===== src/inc/spb_pkg.sv =====
// Package: register map, field layout and timing constants of the serial port.
package spb_pkg;
    // ------------------------------------------------------------------
    // Register map
    // ------------------------------------------------------------------
    localparam logic [7:0] OFF_TXBUF = 8'h00;
    localparam logic [7:0] OFF_RXBUF = 8'h04;
    localparam logic [7:0] OFF_LCR = 8'h08;
    localparam logic [7:0] OFF_ICR = 8'h0C;
    localparam logic [7:0] OFF_PSR = 8'h10;
    localparam logic [7:0] OFF_DIVL = 8'h14;
    localparam logic [7:0] OFF_STAT = 8'h18;
    localparam logic [7:0] RST_REG = 8'h00;
    localparam logic [1:0] RESP_OKAY = 2'h0;
    localparam logic [1:0] RESP_SLVERR = 2'h2;
    // Prescaler select register fields: divisor bits 10:8 sit above.
    localparam int PSR_PRE_LSB = 0;
    localparam int PSR_DIVH_LSB = 5;
    // Character length codes.
    localparam logic [1:0] CHL_EIGHT = 2'h0;
    localparam logic [1:0] CHL_SEVEN = 2'h1;
    // ------------------------------------------------------------------
    // Timing
    // ------------------------------------------------------------------
    localparam logic [3:0] TICK_HALF = 4'h7;
    localparam logic [3:0] TICK_LAST = 4'hF;
    localparam int WAKE_DELAY_INSTR = 256;
    localparam logic [8:0] WAKE_DELAY_CYC = 9'(WAKE_DELAY_INSTR - 1);
    localparam logic [9:0] TX_ONES = 10'h3FF;
    localparam logic [12:0] FRAME_ONES = 13'h1FFF;

    typedef enum logic [1:0] {
        RX_IDLE = 2'b00,
        RX_START = 2'b01,
        RX_DATA = 2'b10
    } spb_rx_e;

    // Line control: bit 0 is the ninth bit or the low parity select.
    typedef struct packed {
        logic [1:0] chl;
        logic pen;
        logic parity_sel_high;
        logic ninth_tx_bit;
    } spb_lcr_s;

    typedef struct packed {
        logic stop2;
        logic sync;
        logic ckx_out;
        logic xrclk;
        logic xtclk;
        logic rx_irq_enable;
        logic tx_irq_enable;
    } spb_icr_s;
endpackage


===== src/verilog/spb_core.sv =====
// Serial port core: baud generator, transmitter, receiver and AXI registers.
// Notes on behaviour
// Shared bit is ninth bit or parity select.
// Receiver needs only one stop bit.
// Software uses same framing both directions.
// Separate receive-full and transmit-empty interrupts.
// Transmit interrupt pending while empty and enabled.
// Receive interrupt pending while full and enabled.
// Each direction picks external or internal clock.
// Half-step prescaler then 11-bit divisor.
// Code zero stops, code k divides (k+1)/2.
// Prescaler zero powers the port down.
// Software stops clock before changing rate.
// Divisor high bits share prescaler register; reset clears.
// Divisor holds value minus one; async divides 16.
// Async rate is clock over 16*N*P.
// Sync rate is clock over 2*N*P.
// Async supports rates up to 625k.
// Low-power entry sets empty, clears status.
// Low-power entry fills transmit shifter with ones.
// Incoming start bit wakes from low power.
// Software arms wakeup on falling receive edge.
// Crystal wake from deep mode waits 256 cycles.
// Finished shifter loads buffer and sets empty.
// Complete character copies to buffer, sets full.
// Clock pin as output carries baud clock.
// Sync drives on rising, samples on falling.
// Half factors alternate floor and ceiling periods.
// Divisor reloads at zero, one pulse each.
//
// Local design decisions: the register offsets and the AXI4-Lite register port.
module spb_core
    import spb_pkg::*;
(
    input wire logic aclk,
    input wire logic aresetn,
    input wire logic [7:0] s_axi_awaddr,
    input wire logic s_axi_awvalid,
    output logic s_axi_awready,
    input wire logic [31:0] s_axi_wdata,
    input wire logic [3:0] s_axi_wstrb,
    input wire logic s_axi_wvalid,
    output logic s_axi_wready,
    output logic [1:0] s_axi_bresp,
    output logic s_axi_bvalid,
    input wire logic s_axi_bready,
    input wire logic [7:0] s_axi_araddr,
    input wire logic s_axi_arvalid,
    output logic s_axi_arready,
    output logic [31:0] s_axi_rdata,
    output logic [1:0] s_axi_rresp,
    output logic s_axi_rvalid,
    input wire logic s_axi_rready,
    input wire logic receive_pin,
    output logic transmit_pin,
    input wire logic ext_serial_clock_pin_i,
    output logic ext_serial_clock_pin_o,
    output logic ext_serial_clock_pin_oe,
    input wire logic lp_enter,
    input wire logic lp_deep,
    input wire logic xtal_osc,
    output logic wake_req,
    output logic exec_hold,
    output logic tx_irq,
    output logic rx_irq
);
    // ------------------------------------------------------------------
    // Declarations
    // ------------------------------------------------------------------
    spb_lcr_s lcr;
    spb_icr_s icr;
    spb_rx_e rx_state;
    logic [7:0] prescaler_select_register, divl;
    logic [7:0] tx_holding_buffer, rx_holding_buffer;
    logic [9:0] tx_shift_register, rx_shift_register;
    logic tx_buffer_empty_flag, rx_buffer_full_flag, rx_ninth, fe, pe;
    logic tx_busy, in_lp, rx_prev, ck_prev, sclk, pre_ph, pre_tick;
    logic div_tick, tx_load, tx_bit, rx_tick, rx_sample, rx_done;
    logic [3:0] tx_cnt, tx_sub, rx_sub, rx_cnt, rx_k, tx_k;
    logic [4:0] pre_cnt, pre_len, pre_code;
    logic [5:0] pre_p1;
    logic [10:0] div_cnt, divisor;
    logic [8:0] wait_cnt;
    logic [7:0] aw_addr, w_data;
    logic w_en;
    logic aw_full, w_full, wr_go, wr_txbuf, rd_go, rd_rxbuf;
    logic ext_rise, ext_fall, int_rise, int_fall, tx_edge, rx_edge;
    logic nine, seven, use_par;
    logic [3:0] n_data;
    logic [9:0] rx_next, rx_v;
    logic [12:0] tx_frame;

    function automatic logic spb_par(input logic [7:0] d,
                                     input logic [1:0] sel);
        case (sel)
            2'h0: spb_par = ~^d;
            2'h1: spb_par = ^d;
            2'h2: spb_par = 1'b1;
            default: spb_par = 1'b0;
        endcase
    endfunction

    function automatic logic spb_mapped(input logic [7:0] a);
        spb_mapped = (a[1:0] == 2'h0) && (a <= OFF_STAT);
    endfunction

    // ------------------------------------------------------------------
    // Register bus
    // ------------------------------------------------------------------
    assign s_axi_awready = !aw_full && !s_axi_bvalid;
    assign s_axi_wready = !w_full && !s_axi_bvalid;
    assign s_axi_arready = !s_axi_rvalid;
    assign wr_go = aw_full && w_full && !s_axi_bvalid;
    assign wr_txbuf = wr_go && (aw_addr == OFF_TXBUF);
    assign rd_go = s_axi_arvalid && s_axi_arready;
    assign rd_rxbuf = rd_go && (s_axi_araddr == OFF_RXBUF);

    always_ff @(posedge aclk) begin
        if (!aresetn) begin
            aw_full <= 1'b0;
            w_full <= 1'b0;
            w_en <= 1'b0;
            aw_addr <= RST_REG;
            w_data <= RST_REG;
            s_axi_bvalid <= 1'b0;
            s_axi_bresp <= RESP_OKAY;
        end else begin
            if (s_axi_awvalid && s_axi_awready) begin
                aw_full <= 1'b1;
                aw_addr <= s_axi_awaddr;
            end
            if (s_axi_wvalid && s_axi_wready) begin
                w_full <= 1'b1;
                w_data <= s_axi_wstrb[0] ? s_axi_wdata[7:0] : RST_REG;
                w_en <= s_axi_wstrb[0];
            end
            if (wr_go) begin
                aw_full <= 1'b0;
                w_full <= 1'b0;
                s_axi_bvalid <= 1'b1;
                s_axi_bresp <= spb_mapped(aw_addr) ? RESP_OKAY
                                                   : RESP_SLVERR;
            end else if (s_axi_bready) begin
                s_axi_bvalid <= 1'b0;
            end
        end
    end

    // Only byte lane 0 carries register data; other lanes are ignored.
    always_ff @(posedge aclk) begin
        if (!aresetn) begin
            lcr <= '0;
            icr <= '0;
            prescaler_select_register <= RST_REG;
            divl <= RST_REG;
            tx_holding_buffer <= RST_REG;
        end else if (wr_go && w_en) begin
            case (aw_addr)
                OFF_TXBUF: tx_holding_buffer <= w_data;
                OFF_LCR: lcr <= w_data[4:0];
                OFF_ICR: icr <= w_data[6:0];
                OFF_PSR: prescaler_select_register <= w_data;
                OFF_DIVL: divl <= w_data;
                default: ;
            endcase
        end
    end

    always_ff @(posedge aclk) begin
        if (!aresetn) begin
            s_axi_rvalid <= 1'b0;
            s_axi_rdata <= '0;
            s_axi_rresp <= RESP_OKAY;
        end else if (rd_go) begin
            s_axi_rvalid <= 1'b1;
            s_axi_rresp <= spb_mapped(s_axi_araddr) ? RESP_OKAY
                                                    : RESP_SLVERR;
            case (s_axi_araddr)
                OFF_TXBUF: s_axi_rdata <= {24'h0, tx_holding_buffer};
                OFF_RXBUF: s_axi_rdata <= {24'h0, rx_holding_buffer};
                OFF_LCR: s_axi_rdata <= {27'h0, lcr};
                OFF_ICR: s_axi_rdata <= {25'h0, icr};
                OFF_PSR: s_axi_rdata <= {24'h0, prescaler_select_register};
                OFF_DIVL: s_axi_rdata <= {24'h0, divl};
                OFF_STAT: s_axi_rdata <= {25'h0, in_lp, tx_busy, rx_ninth,
                    pe, fe, rx_buffer_full_flag, tx_buffer_empty_flag};
                default: s_axi_rdata <= '0;
            endcase
        end else if (s_axi_rready) begin
            s_axi_rvalid <= 1'b0;
        end
    end

    // ------------------------------------------------------------------
    // Baud generator
    // ------------------------------------------------------------------
    // Alternating floor and ceiling periods keeps the average exact.
    assign pre_code = prescaler_select_register[PSR_PRE_LSB +: 5];
    assign divisor = {prescaler_select_register[PSR_DIVH_LSB +: 3], divl};
    assign pre_p1 = {1'b0, pre_code} + 6'h01;
    assign pre_len = pre_ph ? 5'((pre_p1 + 6'h01) >> 1)
                            : 5'(pre_p1 >> 1);
    assign pre_tick = (pre_code != 5'h00) &&
                      (pre_cnt == pre_len - 5'h01);

    always_ff @(posedge aclk) begin
        if (!aresetn || pre_code == 5'h00) begin
            pre_cnt <= 5'h00;
            pre_ph <= 1'b0;
        end else if (pre_tick) begin
            pre_cnt <= 5'h00;
            pre_ph <= !pre_ph;
        end else begin
            pre_cnt <= pre_cnt + 5'h01;
        end
    end

    always_ff @(posedge aclk) begin
        if (!aresetn || pre_code == 5'h00) begin
            div_cnt <= 11'h000;
            div_tick <= 1'b0;
            sclk <= 1'b0;
        end else begin
            div_tick <= 1'b0;
            if (pre_tick) begin
                if (div_cnt == 11'h000) begin
                    div_cnt <= divisor;
                    div_tick <= 1'b1;
                    sclk <= !sclk;
                end else begin
                    div_cnt <= div_cnt - 11'h001;
                end
            end
        end
    end

    // ------------------------------------------------------------------
    // Clock selection
    // ------------------------------------------------------------------
    always_ff @(posedge aclk) begin
        if (!aresetn) begin
            ck_prev <= 1'b0;
            rx_prev <= 1'b1;
            ext_serial_clock_pin_o <= 1'b0;
        end else begin
            ck_prev <= ext_serial_clock_pin_i;
            rx_prev <= receive_pin;
            ext_serial_clock_pin_o <= sclk;
        end
    end
    assign ext_serial_clock_pin_oe = icr.ckx_out;
    assign ext_rise = ext_serial_clock_pin_i && !ck_prev;
    assign ext_fall = !ext_serial_clock_pin_i && ck_prev;
    assign int_rise = div_tick && sclk;
    assign int_fall = div_tick && !sclk;
    // Async counts x16 ticks; sync uses serial clock edges.
    assign tx_edge = icr.sync ? (icr.xtclk ? ext_rise : int_rise)
                              : (icr.xtclk ? ext_rise : div_tick);
    assign rx_edge = icr.sync ? (icr.xrclk ? ext_fall : int_fall)
                              : (icr.xrclk ? ext_rise : div_tick);
    assign tx_bit = tx_edge && (icr.sync || tx_sub == TICK_LAST);
    assign rx_tick = rx_edge;

    // ------------------------------------------------------------------
    // Transmitter
    // ------------------------------------------------------------------
    assign nine = lcr.chl[1];
    assign seven = (lcr.chl == CHL_SEVEN);
    assign use_par = lcr.pen && !nine;
    assign n_data = nine ? 4'h9 : (seven ? 4'h7 : 4'h8);
    assign tx_k = 4'(n_data + {3'h0, use_par} + {3'h0, icr.stop2} + 4'h2);

    always_comb begin
        tx_frame = FRAME_ONES << 1;
        for (int i = 0; i < 8; i++) begin
            if (4'(i) < n_data) begin
                tx_frame[i + 1] = tx_holding_buffer[i];
            end
        end
        if (nine) begin
            tx_frame[9] = lcr.ninth_tx_bit;
        end
        if (use_par) begin
            tx_frame[n_data + 4'h1] = spb_par(seven ?
                {1'b0, tx_holding_buffer[6:0]} : tx_holding_buffer,
                {lcr.parity_sel_high, lcr.ninth_tx_bit});
        end
    end

    // A write to the buffer holds off the load for one cycle.
    assign tx_load = !tx_buffer_empty_flag && !wr_txbuf &&
                     (!tx_busy || (tx_bit && tx_cnt == 4'h1));

    always_ff @(posedge aclk) begin
        if (!aresetn || lp_enter) begin
            tx_shift_register <= TX_ONES;
            tx_busy <= 1'b0;
            tx_cnt <= 4'h0;
            tx_sub <= 4'h0;
        end else begin
            if (tx_edge) begin
                tx_sub <= tx_sub + 4'h1;
            end
            if (tx_load) begin
                tx_shift_register <= tx_frame[9:0];
                tx_busy <= 1'b1;
                tx_cnt <= tx_k;
                tx_sub <= 4'h0;
            end else if (tx_busy && tx_bit) begin
                tx_shift_register <= {1'b1, tx_shift_register[9:1]};
                tx_cnt <= tx_cnt - 4'h1;
                tx_busy <= (tx_cnt != 4'h1);
            end
        end
    end
    assign transmit_pin = tx_shift_register[0];

    always_ff @(posedge aclk) begin
        if (!aresetn || lp_enter) begin
            tx_buffer_empty_flag <= 1'b1;
        end else if (tx_load) begin
            tx_buffer_empty_flag <= 1'b1;
        end else if (wr_txbuf) begin
            tx_buffer_empty_flag <= 1'b0;
        end
    end

    // ------------------------------------------------------------------
    // Receiver
    // ------------------------------------------------------------------
    assign rx_k = 4'(n_data + {3'h0, use_par} + 4'h1);
    assign rx_sample = (rx_state == RX_DATA) && rx_tick &&
                       (icr.sync || rx_sub == TICK_LAST);
    assign rx_done = rx_sample && (rx_cnt == rx_k - 4'h1);
    assign rx_next = {receive_pin, rx_shift_register[9:1]};
    assign rx_v = rx_next >> (4'hA - rx_k);

    always_ff @(posedge aclk) begin
        if (!aresetn || lp_enter) begin
            rx_state <= RX_IDLE;
            rx_sub <= 4'h0;
            rx_cnt <= 4'h0;
        end else if (rx_tick) begin
            rx_sub <= rx_sub + 4'h1;
            case (rx_state)
                RX_IDLE: begin
                    if (!receive_pin) begin
                        rx_state <= icr.sync ? RX_DATA : RX_START;
                        rx_sub <= icr.sync ? 4'h0 : 4'h1;
                        rx_cnt <= 4'h0;
                    end
                end
                RX_START: begin
                    if (rx_sub == TICK_HALF) begin
                        rx_state <= receive_pin ? RX_IDLE : RX_DATA;
                        rx_sub <= 4'h0;
                    end
                end
                RX_DATA: begin
                    if (rx_sample) begin
                        rx_cnt <= rx_cnt + 4'h1;
                        if (rx_done) begin
                            rx_state <= RX_IDLE;
                        end
                    end
                end
                default: rx_state <= RX_IDLE;
            endcase
        end
    end

    always_ff @(posedge aclk) begin
        if (!aresetn) begin
            rx_shift_register <= TX_ONES;
        end else if (rx_sample && !lp_enter) begin
            rx_shift_register <= rx_next;
        end
    end

    always_ff @(posedge aclk) begin
        if (!aresetn) begin
            rx_holding_buffer <= RST_REG;
        end else if (rx_done && !lp_enter) begin
            rx_holding_buffer <= seven ? {1'b0, rx_v[6:0]} : rx_v[7:0];
        end
    end

    // New characters win over a clearing read in the same cycle.
    always_ff @(posedge aclk) begin
        if (!aresetn || lp_enter) begin
            rx_buffer_full_flag <= 1'b0;
            fe <= 1'b0;
            pe <= 1'b0;
            rx_ninth <= 1'b0;
        end else if (rx_done) begin
            rx_buffer_full_flag <= 1'b1;
            fe <= !rx_v[rx_k - 4'h1];
            pe <= use_par && (rx_v[n_data] != spb_par(seven ?
                {1'b0, rx_v[6:0]} : rx_v[7:0],
                {lcr.parity_sel_high, lcr.ninth_tx_bit}));
            rx_ninth <= nine && rx_v[8];
        end else if (rd_rxbuf) begin
            rx_buffer_full_flag <= 1'b0;
            fe <= 1'b0;
            pe <= 1'b0;
        end
    end

    // ------------------------------------------------------------------
    // Interrupts and low power
    // ------------------------------------------------------------------
    assign tx_irq = tx_buffer_empty_flag && icr.tx_irq_enable;
    assign rx_irq = rx_buffer_full_flag && icr.rx_irq_enable;

    always_ff @(posedge aclk) begin
        if (!aresetn) begin
            in_lp <= 1'b0;
            wake_req <= 1'b0;
            exec_hold <= 1'b0;
            wait_cnt <= 9'h000;
        end else begin
            wake_req <= 1'b0;
            if (lp_enter) begin
                in_lp <= 1'b1;
                exec_hold <= lp_deep && xtal_osc;
            end else if (in_lp && rx_prev && !receive_pin) begin
                in_lp <= 1'b0;
                wake_req <= 1'b1;
                wait_cnt <= WAKE_DELAY_CYC;
            end else if (!in_lp && exec_hold) begin
                // The oscillator may still be settling, so code waits.
                if (wait_cnt == 9'h000) begin
                    exec_hold <= 1'b0;
                end else begin
                    wait_cnt <= wait_cnt - 9'h001;
                end
            end
        end
    end

    // ------------------------------------------------------------------
    // Checks
    // ------------------------------------------------------------------
    AST_NINTH: assert property (@(posedge aclk) disable iff (!aresetn)
        tx_load && nine |=> tx_shift_register[9] == $past(lcr.ninth_tx_bit))
        else $error("ninth bit not framed");
    AST_TX_IRQ: assert property (@(posedge aclk) disable iff (!aresetn)
        wr_txbuf && !tx_load |=> !tx_irq)
        else $error("tx interrupt not removed by write");
    AST_RX_IRQ: assert property (@(posedge aclk) disable iff (!aresetn)
        rx_done && icr.rx_irq_enable && !lp_enter |=> rx_irq)
        else $error("rx interrupt not raised");
    AST_PRE_OFF: assert property (@(posedge aclk) disable iff (!aresetn)
        pre_code == 5'h00 |=> !div_tick)
        else $error("baud clock ran with prescaler off");
    AST_LP_TX_SHIFT_REGISTER: assert property (@(posedge aclk) disable iff (!aresetn)
        lp_enter |=> tx_shift_register == TX_ONES && tx_buffer_empty_flag
        && !rx_buffer_full_flag)
        else $error("low power entry did not reinitialise");
    AST_WAKE: assert property (@(posedge aclk) disable iff (!aresetn)
        in_lp && !lp_enter && rx_prev && !receive_pin |=> wake_req && !in_lp)
        else $error("start bit did not wake");
    AST_DELAY: assert property (@(posedge aclk) disable iff (!aresetn)
        wake_req && exec_hold |-> exec_hold [*8])
        else $error("wake delay ended early");
    AST_TX_BUFFER_EMPTY_FLAG: assert property (@(posedge aclk) disable iff (!aresetn)
        tx_load |=> tx_buffer_empty_flag && tx_busy && !transmit_pin)
        else $error("buffer not moved to shifter");
    AST_RX_HOLDING_BUFFER: assert property (@(posedge aclk) disable iff (!aresetn)
        rx_done && !lp_enter |=> rx_buffer_full_flag)
        else $error("received character not flagged");
endmodule // spb_core


===== config.mk =====
export PLATFORM = sky130hd
export DESIGN_NAME = spb_core
export DESIGN_NICKNAME = d
export VERILOG_FILES = /design/src/inc/spb_pkg.sv /design/src/verilog/spb_core.sv
export SDC_FILE = /design/constraint.sdc
export NUM_CORES = 1
export LEC_CHECK = 0
export BUFFER_PORTS_ARGS = -buffer_cell sky130_fd_sc_hd__buf_4
export CORE_UTILIZATION = 53
export CTS_CLUSTER_DIAMETER = 40
export DETAILED_ROUTE_END_ITERATION = 12
export GPL_ROUTABILITY_DRIVEN = 0
export GPL_TIMING_DRIVEN = 1
export HOLD_SLACK_MARGIN = 0.05
export PLACE_DENSITY = 0.88
export SLEW_MARGIN = 20
export SYNTH_ARGS = -nofsm -noshare
export SYNTH_HDL_FRONTEND = slang
export SYNTH_SLANG_ARGS = --single-unit

===== constraint.sdc =====
create_clock -name aclk -period 3 [get_ports aclk]
set_input_delay 0.45 -clock aclk [delete_from_list [all_inputs] [get_ports aclk]]
set_output_delay 0.45 -clock aclk [all_outputs]
set_load 0.01 [all_outputs]

# Yosys cells after proc, flatten, opt, wreduce, memory -nomap -nowiden
# Index checks and enable logic that the tools add are counted.
[totals] register_bits=179 input_bits=64 output_inout_bits=48 elab_cells=288
[classes] addsub=17 n_lt_le_gt_ge=14 eq_ne=29 shifts=1 mux=77 bitwise_logic=3 reduce_logical=97
[ops] operator="8-bit case mux with 7 select lines" n=1
[ops] operator="8-bit by 5-bit == test with 1-bit output, second input constant" n=5
[ops] operator="1-bit 2-to-1 mux" n=40
[ops] operator="1-bit logical AND" n=37
[ops] operator="8-bit by 4-bit == test with 1-bit output, second input constant" n=4
[ops] operator="4-bit 2-to-1 mux" n=8
[ops] operator="10-bit 2-to-1 mux" n=3
[ops] operator="9-bit 2-to-1 mux" n=3
[ops] operator="8-bit 2-to-1 mux" n=3
[ops] operator="4-bit by 1-bit adder with 4-bit output, second input constant" n=5
[ops] operator="2-bit nonzero test" n=9
[ops] operator="1-bit zero test" n=17
[ops] operator="8-bit by 5-bit less-or-equal comparator with 1-bit output, second input constant" n=2
[ops] operator="8-bit zero test" n=2
[ops] operator="3-bit by 4-bit less-than comparator with 1-bit output, first input constant" n=4
[ops] operator="2-bit 2-to-1 mux" n=8
[ops] operator="4-bit case mux with 2 select lines" n=2
[ops] operator="8-bit XNOR reduction" n=2
[ops] operator="8-bit parity" n=2
[ops] operator="4-bit by 5-bit less-than comparator with 1-bit output, second input constant" n=3
[ops] operator="13-bit bitwise mux" n=1
[ops] operator="2-bit != test, second input constant" n=6
[ops] operator="2-bit AND reduction" n=6
[ops] operator="11-bit zero test" n=1
[ops] operator="other kinds (40)" n=64

# Depth between registers and ports, before layout
# Gate-level depths: netlist (run 1).
[logic_depth] depth_word=15 ltp_mapped=16 mapped_depth_nobuf=14

# Worst setup path after synthesis (run 1)
# Ideal clock, no wire load.
[synth_timing] kind="reg-to-reg" from="reg lcr[3] (netlist bit)" to="reg pe" setup_ps=118 arrival_ps=3092 t_required_ps=2882 path_slack_ps=-211 stages_incl_launch_ff=15 n_path_buf=3 synth_period_minus_slack_ps=3211 path_cell_list="dfxtp_1 or2_2 ha_1 buf_2 buf_1 buf_1 mux2i_1 xor2_1 nor3_1 a21oi_1 or2_2 mux2i_1 mux2i_1 xnor2_1 o21ai_1"
[synth_via] elab_chain_len=15 elab_cells_between_ends=22 classes_between="add/sub (4); eq/ne (3); shift (1); mux (9); reduce/logical (5)"
[synth_lines] element="start, declared" line="spb_core.sv:70" text="spb_lcr_s lcr;"
[synth_lines] element="start signal, assigned" line="spb_core.sv:160" text="OFF_LCR: lcr <= w_data[4:0];"
[synth_lines] element="2-bit by 1-bit == test with 1-bit output (*)" line="spb_core.sv:268" text="assign seven = (lcr.chl == CHL_SEVEN);"
[synth_lines] element="4-bit 2-to-1 mux (2 in a row)" line="spb_core.sv:270" text="assign n_data = nine ? 4'h9 : (seven ? 4'h7 : 4'h8);"
[synth_lines] element="4-bit by 1-bit adder with 4-bit output (2 in a row)" line="spb_core.sv:331" text="assign rx_k = 4'(n_data + {3'h0, use_par} + 4'h1);"
[synth_lines] element="4-bit subtractor" line="spb_core.sv:336" text="assign rx_v = rx_next >> (4'hA - rx_k);"
[synth_lines] element="10-bit by 4-bit right shift with 10-bit output" line="spb_core.sv:336"
[synth_lines] element="8-bit 2-to-1 mux" line="spb_core.sv:398" text="pe <= use_par && (rx_v[n_data] != spb_par(seven ?"
[synth_lines] element="8-bit parity or 8-bit XNOR reduction (tied branches)" line="spb_core.sv:97, spb_core.sv:96"
[synth_lines] element="1-bit case mux with 3 select lines" line="spb_core.sv:95" text="case (sel)"
[synth_lines] element="1-bit 2-to-1 mux" line="spb_core.sv:395" text="end else if (rx_done) begin"
[synth_lines] element="1-bit 2-to-1 mux" line="spb_core.sv:390" text="if (!aresetn || lp_enter) begin"
[synth_lines] element="1-bit != test" line="spb_core.sv:398"
[synth_lines] element="1-bit logical AND" line="spb_core.sv:398"
[synth_lines] element="1-bit 2-to-1 mux" line="spb_core.sv:395"
[synth_lines] element="end signal, assigned" line="spb_core.sv:398"
[synth_lines] element="end, declared" line="spb_core.sv:76" text="logic tx_buffer_empty_flag, rx_buffer_full_flag, rx_ninth, fe, pe;"
# Mark *: on every way between the ends. The rest lies on a longest branch, timed or not. The select of a mux whose other input is x is not followed.
# A chain may end at the register's enable or synchronous reset.

# Final worst setup path (run 1)
# Ends and elaborated chain as after synthesis.

==> summary.md, run 1 <==
| Metric | Value |
|---|---|
| RR Startpoint | `lcr[3]` |
| Vias in the first global route | `7072` |
| Gr usage total | `0.274` |
| Worst-Margin Slew | `0.856 ns` |
| Layout cells sized above 1 | `0.201` |
| Flop2flop setup slack | `0.06 ns` |
| Initial Util | `0.545` |
| Arr. time, crit path | `3.28 ns` |
| Slew headroom | `0.429` |
| Fill count | `1139` |
| Global-route wire length before repair | `34800 um` |
| Final period utilization | `0.979` |
| Multiplexer share of the synthesized area | `0.120` |
| R2r endpoint | `pe` |
| 1st-iter DRT viols | `702` |
| Post-synth cell types | `66` |
| Largest family of logic cells by synthesized area | `simple AND/OR/NAND/NOR gates` |
| Clk slew on worst S/H paths | `0.07 ns` |
| Routed WL | `21900 um` |
| DP Area | `0.00920 sq mm` |
| Post-Synth Simple-Gate Area | `0.227` |
| Status | `finished clean` |
| H-tree lvl count | `4` |
| Clock Root Buffer | `clkbuf_16` |
| Fmax | `341 MHz` |
| Crit start category | `register` |
| Synth Warn # | `0` |
| WHS | `0.192 ns` |
| Endpoints failing hold | `0` |
| XOR/XNOR Fraction of Synth Area | `0.0531` |
| Post-CTS Hold Buffers | `0` |
| Largest net degree at the start of global routing | `85` |
| Adder-cell share of the synthesized area | `0.0295` |
| P&R area growth vs syn | `20.5%` |
| Clk_lat worst skew | `0.44 ns` |
| Clock Sinks | `152` |
| Slew Limit Fails | `0` |
| Critical Path End | `pe` |
| RSZ-0062 raised after global routing | `yes` |
| Setup Skew | `0.00738 ns` |
| Num CTS Buffers | `17` |
| Antenna Cells | `0` |
| # rows | `45` |
| TritonRoute pass-1 iters | `5` |
| Setup TNS | `0 ns` |
| Global route overflow | `0` |
| Final setup viols | `0` |
| Core ar. | `0.0153 sq mm` |
| Hold Crit Class | `in2reg` |
| Period minus WS final | `2.94 ns` |
| EDFF count, synth | `0` |
| Worst setup margin | `0.0632 ns` |
| Mapped Area | `0.00832 sq mm` |
| Syn Inst Count | `1010` |
| Leak | `4.02 nW` |
| Max IR drop VDD | `0.000383 V` |
| Drc violations | `0` |
| Placed cells | `1280` |
| Setup WS pre-CTS | `-0.128 ns` |
| Mean Syn Cell Area | `8.23 sq um` |
| CTS tree | `yes` |
| Die ar. | `0.0162 sq mm` |
| Maxcap violations | `0` |
| Layout Cell Area excl Fill | `0.0100 sq mm` |
| Via count | `7546` |
| DR vias/cell | `5.74` |
| Die Wd | `127 um` |
| Worst setup path startpoint | `lcr[3]` |
| Total power | `4.50 mW` |
| DRT antenna net count | `0` |
| Sequential area share after synthesis | `0.366` |
| Initial antenna violation count | `0` |
| Ys flop type | `dfxtp_1` |
| Pwr dens | `449 mW/mm^2` |
| Path depth of the worst reg2reg path | `12` |
| Critical path required time | `3.34 ns` |
| Yosys reg bits | `152` |
| Critical path class | `reg2reg` |
| WL/cell | `16.6 um` |
| Non-filler instance count after layout | `1314` |
| # IOs | `112` |
| Post-synth ARST share | `0` |
| Nets@finish | `1173` |
| Hpwl dp | `14900 um` |
| IO Port Bufs | `58` |
| Synth Area in Compound Gates | `0.141` |
| Util after Layout | `0.656` |
| CP max FO | `17` |
| Clock buffer depth | `2` |
| Die Y-Extent | `127 um` |
| Crit end category | `register` |
## layout by cell type (no fill, tap or decap), types with 26 or more instances in the layout
| master | Yosys | routed |
|---|---|---|
| dfxtp_1 | 152 | 148 |
| nor2_1 | 124 | 123 |
| nand2_1 | 120 | 119 |
| buf_4 | 27 | 115 |
| mux2i_1 | 74 | 74 |
| a21oi_1 | 71 | 68 |
| nand3_1 | 38 | 38 |
| o21ai_0 | 38 | 38 |
| conb_1 | 1 | 26 |
## worst min-delay path by stage
stage	startpoint	end	slack (ns)	depth (start not counted)
after CTS	s_axi_rready	s_axi_rvalid	0.19	2
after global placement	wait_cnt[8]	wait_cnt[8]	0.42	2
after global routing	s_axi_rready	s_axi_rvalid	0.20	2
after floorplan	wait_cnt[8]	wait_cnt[8]	0.41	2
after detailed placement	wait_cnt[8]	wait_cnt[8]	0.42	2
final	s_axi_rready	s_axi_rvalid	0.19	2
## what timing repair did
action,in CTS,in global routing
buffers inserted,0,2
endpoints found under the hold margin,0,0
setup endpoints to repair,8,12
pin swaps,2,18
resized for setup,17,29
## critical path, cell delays in order, from the launching register on
cell and delay [ns]:
dfxtp_2 0.32, or2_4 0.26, ha_4 0.29, buf_4 0.22, and2_1 0.20, and3_1 0.19, o32ai_2 0.24, a21oi_1 0.13
or2_2 0.30, mux2i_1 0.20, mux2i_1 0.27, xnor2_1 0.14, o21ai_1 0.07
## cell usage after synthesis (5+ instances only)
| cell | instances | area, sq um |
|---|---|---|
| buf_4 | 27 | 203 |
| o21ai_0 | 38 | 190 |
| a31oi_1 | 6 | 37.5 |
| xor2_1 | 21 | 184 |
| o211ai_1 | 8 | 60.1 |
| nor3b_1 | 5 | 37.5 |
| nand4_1 | 6 | 37.5 |
| clkbuf_1 | 46 | 173 |
| nand3_1 | 38 | 190 |
| buf_1 | 6 | 22.5 |
| nand2_1 | 120 | 450 |
| o221ai_1 | 6 | 52.6 |
| or2_2 | 8 | 50.1 |
| and3_1 | 7 | 43.8 |
| xnor2_1 | 25 | 219 |
| nor3_1 | 25 | 125 |
| or4_1 | 6 | 45.0 |
| nand2b_1 | 12 | 75.1 |
| mux2i_1 | 74 | 741 |
| mux2_2 | 11 | 124 |
| dfxtp_1 | 152 | 3040 |
| inv_1 | 26 | 97.6 |
| mux4_2 | 6 | 135 |
| a22oi_1 | 16 | 120 |
| ha_1 | 18 | 225 |
| nand3b_1 | 7 | 52.6 |
| or3_1 | 7 | 43.8 |
| a211oi_1 | 6 | 45.0 |
| nor2_1 | 124 | 465 |
| and2_1 | 13 | 81.3 |
| a21oi_1 | 71 | 355 |
| nor2b_1 | 11 | 68.8 |
## final cells by class
type                    count  area, sq um  share of cell area
inverters                  27          101              0.0101
multi-input cells         773         5080               0.508
clock buffers              17          425              0.0425
clock inverters            15          168              0.0167
repair buffers            119          921              0.0919
well taps                 211          264              0.0264
flip-flops and latches    152         3050               0.305
## cell families after synthesis
| kind of cell | after synthesis |
|---|---|
| fa+ha+maj | 19 |
| other cells | 1 |
| flops | 152 |
| simple gates | 403 |
| xor+xnor | 48 |
| buf+inv | 110 |
| mux | 91 |
| compound gates | 186 |
## per-layer routing
metal | vias to the layer above | global-route usage | part of all wire
met1 | 3515 | 0.339 | 0.41
met5 | - | 0 | 0
li1 | 3643 | - | -
met4 | 0 | 0.136 | 0.028
met2 | 333 | 0.459 | 0.49
met3 | 55 | 0.0498 | 0.073
## flip-flops by register name, summed over array words and instances, names as in the netlist, 2 cells and up
register                   flops
tx_cnt                         4
div_cnt                       11
s_axi_rdata                    8
tx_sub                         4
rx_sub                         4
divl                           8
tx_holding_buffer              8
wait_cnt                       9
rx_holding_buffer              8
w_data                         8
lcr                            5
rx_shift_register              9
pre_cnt                        5
prescaler_select_register      8
icr                            6
tx_shift_register             10
aw_addr                        8
rx_state                       2
rx_cnt                         4
## power by group
group	switching, mW	total, mW	internal [mW]	leakage, nW
logic	0.154	0.254	0.101	2.50
clock network	0.920	2.16	1.24	0.284
registers	0.0364	2.08	2.05	1.23
Note: power is estimated with default switching activity, not from simulation.
==> run 2: changes to the inputs <==
- ABC_AREA: not set -> 1
- CELL_PAD_IN_SITES_DETAIL_PLACEMENT: not set -> 2
- CELL_PAD_IN_SITES_GLOBAL_PLACEMENT: not set -> 2
- CORE_UTILIZATION: 53 -> 29
- PLACE_DENSITY: 0.88 -> 0.87
==> run 2 against run 1 <==
Net effect:
- clock power grew 3%
- area after synthesis shrank 1.5%
- first-iteration DRC count shrank 53%
- largest cell class unchanged
- largest power group unchanged
- sequential share of layout area grew 0.80 points
- clock skew grew 0.010 ns
- setup slack gained 0.10 ns
- synthesized cell count grew 18%
==> summary.md, run 2 <==
| Metric | Value |
|---|---|
| CTS tree | `yes` |
| Arr. time, crit path | `3.15 ns (-0.13 ns)` |
| Worst setup margin | `0.164 ns (+0.101 ns)` |
| Worst-Margin Slew | `0.718 ns (-0.139 ns)` |
| Post-CTS Hold Buffers | `0 (unchanged)` |
| Maxcap violations | `0 (unchanged)` |
| # IOs | `112 (unchanged)` |
| Via count | `8418 (+12%)` |
| WL/cell | `18.7 um (+12%)` |
| Status | `finished clean` |
| Setup WS pre-CTS | `0.00435 ns (+0.133 ns)` |
| Num CTS Buffers | `17 (unchanged)` |
| Setup Skew | `0.0174 ns (+0.00997 ns)` |
| Peak per-stage delay on the critical path | `0.37 ns (+0.05 ns)` |
| H-tree lvl count | `4 (unchanged)` |
| Post-synth cell types | `49 (-26%)` |
| Adder-cell share of the synthesized area | `0.0300 (+0.000460)` |
| Crit path max-delay family | `simple AND/OR/NAND/NOR gates` |
| IO Port Bufs | `58 (unchanged)` |
| CP max FO | `8 (-9)` |
| Layout Cell Area excl Fill | `0.00974 sq mm (-2.8%)` |
| Clock Sinks | `152 (unchanged)` |
| Largest register FFs | `11 (unchanged)` |
| Setup TNS | `0 ns (unchanged)` |
| Final setup viols | `0 (unchanged)` |
| Most flops, register | `div_cnt` |
| DRT antenna net count | `0 (unchanged)` |
| Vias in the first global route | `9181 (+30%)` |
| XOR/XNOR Fraction of Synth Area | `0.0342 (-0.0189)` |
| Post-Synth Simple-Gate Area | `0.263 (+0.0358)` |
| Final period utilization | `0.945 (-0.0337)` |
| Slowest CP cell | `dfxtp_4` |
| Multiplexer share of the synthesized area | `0 (-0.120)` |
| Syn Inst Count | `1194 (+18%)` |
| Period minus WS final | `2.84 ns (-0.101 ns)` |
| Sequential area share after synthesis | `0.372 (+0.00570)` |
| Largest net degree at the start of global routing | `53 (-38%)` |
| Drc violations | `0 (unchanged)` |
| Global route overflow | `0 (unchanged)` |
| Post-synth ARST share | `0 (unchanged)` |
| Synth Area in Compound Gates | `0.183 (+0.0421)` |
| Slew Limit Fails | `0 (unchanged)` |
| Initial antenna violation count | `0 (unchanged)` |
| DR vias/cell | `5.09 (-11%)` |
| Slew headroom | `0.520 (+0.0906)` |
| P&R area growth vs syn | `18.9%` |
| Mapped Area | `0.00819 sq mm (-1.5%)` |
| Leak | `4.31 nW (+7.4%)` |
| Die ar. | `0.0289 sq mm (+79%)` |
| Routed WL | `30900 um (+41%)` |
| Post-synth top area cell | `dfxtp_1` |
| Clock Root Buffer | `clkbuf_16` |
| Gr usage total | `0.219 (-0.0550)` |
| Top Registers | `div_cnt x11, tx_shift_register x10` |
| Most Frequent Cell on Critical Path | `nand2_1` |
| Clock buffer depth | `2 (unchanged)` |
| EDFF count, synth | `0 (unchanged)` |
| Ys flop type | `dfxtp_1` |
| Core ar. | `0.0278 sq mm (+82%)` |
| Mean Syn Cell Area | `6.86 sq um (-17%)` |
| # rows | `61 (+36%)` |
| Fmax | `353 MHz (+3.6%)` |
| Yosys reg bits | `152 (unchanged)` |
| Yosys top cell area share | `0.372 (+0.00570)` |
| Top-count cell post-synth | `nand2_1` |
| Non-filler instance count after layout | `1653 (+26%)` |
| Post-synth top cells | `267 x nand2_1, 153 x inv_1, 152 x dfxtp_1` |
| Nets@finish | `1345 (+15%)` |
| Endpoints failing hold | `0 (unchanged)` |
| CP Buf/Inv Count | `3 (+2)` |
| Global-route wire length before repair | `49100 um (+41%)` |
| Crit end category | `register` |
| RSZ-0062 raised after global routing | `yes` |
| Fill count | `3329 (+190%)` |
| Placed cells | `1618 (+26%)` |
| Clk_lat worst skew | `0.44 ns (about the same)` |
| 1st-iter DRT viols | `329 (-53%)` |
| Die Y-Extent | `170 um (+34%)` |
| TritonRoute pass-1 iters | `5 (unchanged)` |
| Layout cells sized above 1 | `0.129 (-0.0719)` |
| Antenna Cells | `0 (unchanged)` |
| Synth area leaders | `dfxtp_1 37%, nand2_1 12%, inv_1 7.0%` |
| Pwr dens | `472 mW/mm^2 (+5.2%)` |
| Critical path class | `reg2reg` |
| Hpwl dp | `22200 um (+48%)` |
| Most common cell after layout, fill and taps aside | `nand2_1` |
| Largest family of logic cells by synthesized area | `simple AND/OR/NAND/NOR gates` |
| Die Wd | `170 um (+34%)` |
| Synth Warn # | `0 (unchanged)` |
| Initial Util | `0.295 (-0.250)` |
| Crit start category | `register` |
| Critical path required time | `3.31 ns (-0.03 ns)` |
| Clk slew on worst S/H paths | `0.06 ns (about the same)` |
| WHS | `0.221 ns (+0.0284 ns)` |
| Most frequent cells in the layout | `256 x nand2_1, 151 x inv_1, 151 x dfxtp_1` |
| Max IR drop VDD | `0.000363 V (-5.4%)` |
| CP cell instances | `nor2_4, inv_1, ha_2, ha_4, inv_1, ha_4, nand3_1, nand2_1, nand2_2, nand2_2, buf_4, nand3_2, o21ai_0, nand2_1, nand2_1, nand2_1, nand2_1, nand3_1, nand2_1, nand2_1, nand2_1, a21oi_2` |
| DP Area | `0.00903 sq mm (-1.9%)` |
| Hold Crit Class | `in2reg` |
-- run 2: changes by cell type after synthesis, moves of 12 or more --
cell / delta
a211oi_1: +14
a22oi_1: -16
and2_1: -13
clkbuf_1: -26
inv_1: +127
mux2i_1: -74
nand2_1: +147
nand2b_1: -12
nand3_1: +50
nor2_1: -18
o21ai_0: +54
xnor2_1: -14
-- run 2: worst register-to-register path, stage by stage (launching register included) --
cell	delay, ns
dfxtp_4	0.37
nor2_4	0.12
inv_1	0.06
ha_2	0.19
ha_4	0.27
inv_1	0.07
ha_4	0.27
nand3_1	0.11
nand2_1	0.12
nand2_2	0.06
nand2_2	0.10
buf_4	0.16
nand3_2	0.10
o21ai_0	0.09
nand2_1	0.11
nand2_1	0.09
nand2_1	0.06
nand2_1	0.08
nand3_1	0.08
nand2_1	0.06
nand2_1	0.05
nand2_1	0.06
a21oi_2	0.05
-- run 2: routing by layer --
metal | global-route usage | vias to the layer above | wire, um
met5 | 0 | - | 0
met4 | 0.0956 | 0 | 1170
met3 | 0.0344 | 71 | 852
met2 | 0.401 | 164 | 15900
met1 | 0.250 | 4179 | 13000
li1 | - | 4004 | -
-- run 2: what timing repair did --
item | 4_1_cts | 5_1_grt
resized for setup | 2 | 26
pin swaps | 0 | 5
setup endpoints to repair | 1 | 17
buffers inserted | 0 | 3
-- run 2: area by class of cell --
cell class / count / area [sq um] / share of cell area
Clock buffer: 17 / 425 / 0.0437
Clock inverter: 15 / 163 / 0.0167
Inverter: 157 / 589 / 0.0605
Multi-Input combinational cell: 846 / 4370 / 0.449
Sequential cell: 152 / 3050 / 0.313
Tap cell: 378 / 473 / 0.0486
Timing Repair Buffer: 88 / 673 / 0.0691
-- run 2: final timing paths --
| check | startpoint | to | slack, ns | cells after the start |
|---|---|---|---|---|
| max | lcr[4] | pe | 0.16 | 22 |
| min | ext_serial_clock_pin_i | ck_prev | 0.22 | 3 |
| max reg2reg | lcr[4] | pe | 0.16 | 22 |
| min reg2reg | wait_cnt[8] | wait_cnt[8] | 0.47 | 2 |
-- run 2: kinds of logic after synthesis --
family,count (synthesis)
xor gates and xnor gates,32
other,1
AOI/OAI and AO/OA,259
DFF,152
buffers and inverters,221
and+or+nand+nor,510
adders and majority gates,19
-- run 2: power breakdown --
part / leakage, nW / switching [mW] / internal [mW]
Clock: 0.286 / 1.04 / 1.18
Combinational: 2.80 / 0.203 / 0.0990
Sequential: 1.23 / 0.0280 / 2.05
Total: 4.31 / 1.27 / 3.33
-- run 2: per-stage QoR --
| step | power [mW] | util |
|---|---|---|
| final | 4.60 | 0.351 |
| after global routing | 4.77 | 0.351 |
| after CTS | 4.65 | 0.346 |
| after detailed placement | 2.42 | 0.325 |
| after global placement | 2.41 | 0.325 |
| after floorplan | 2.32 | - |
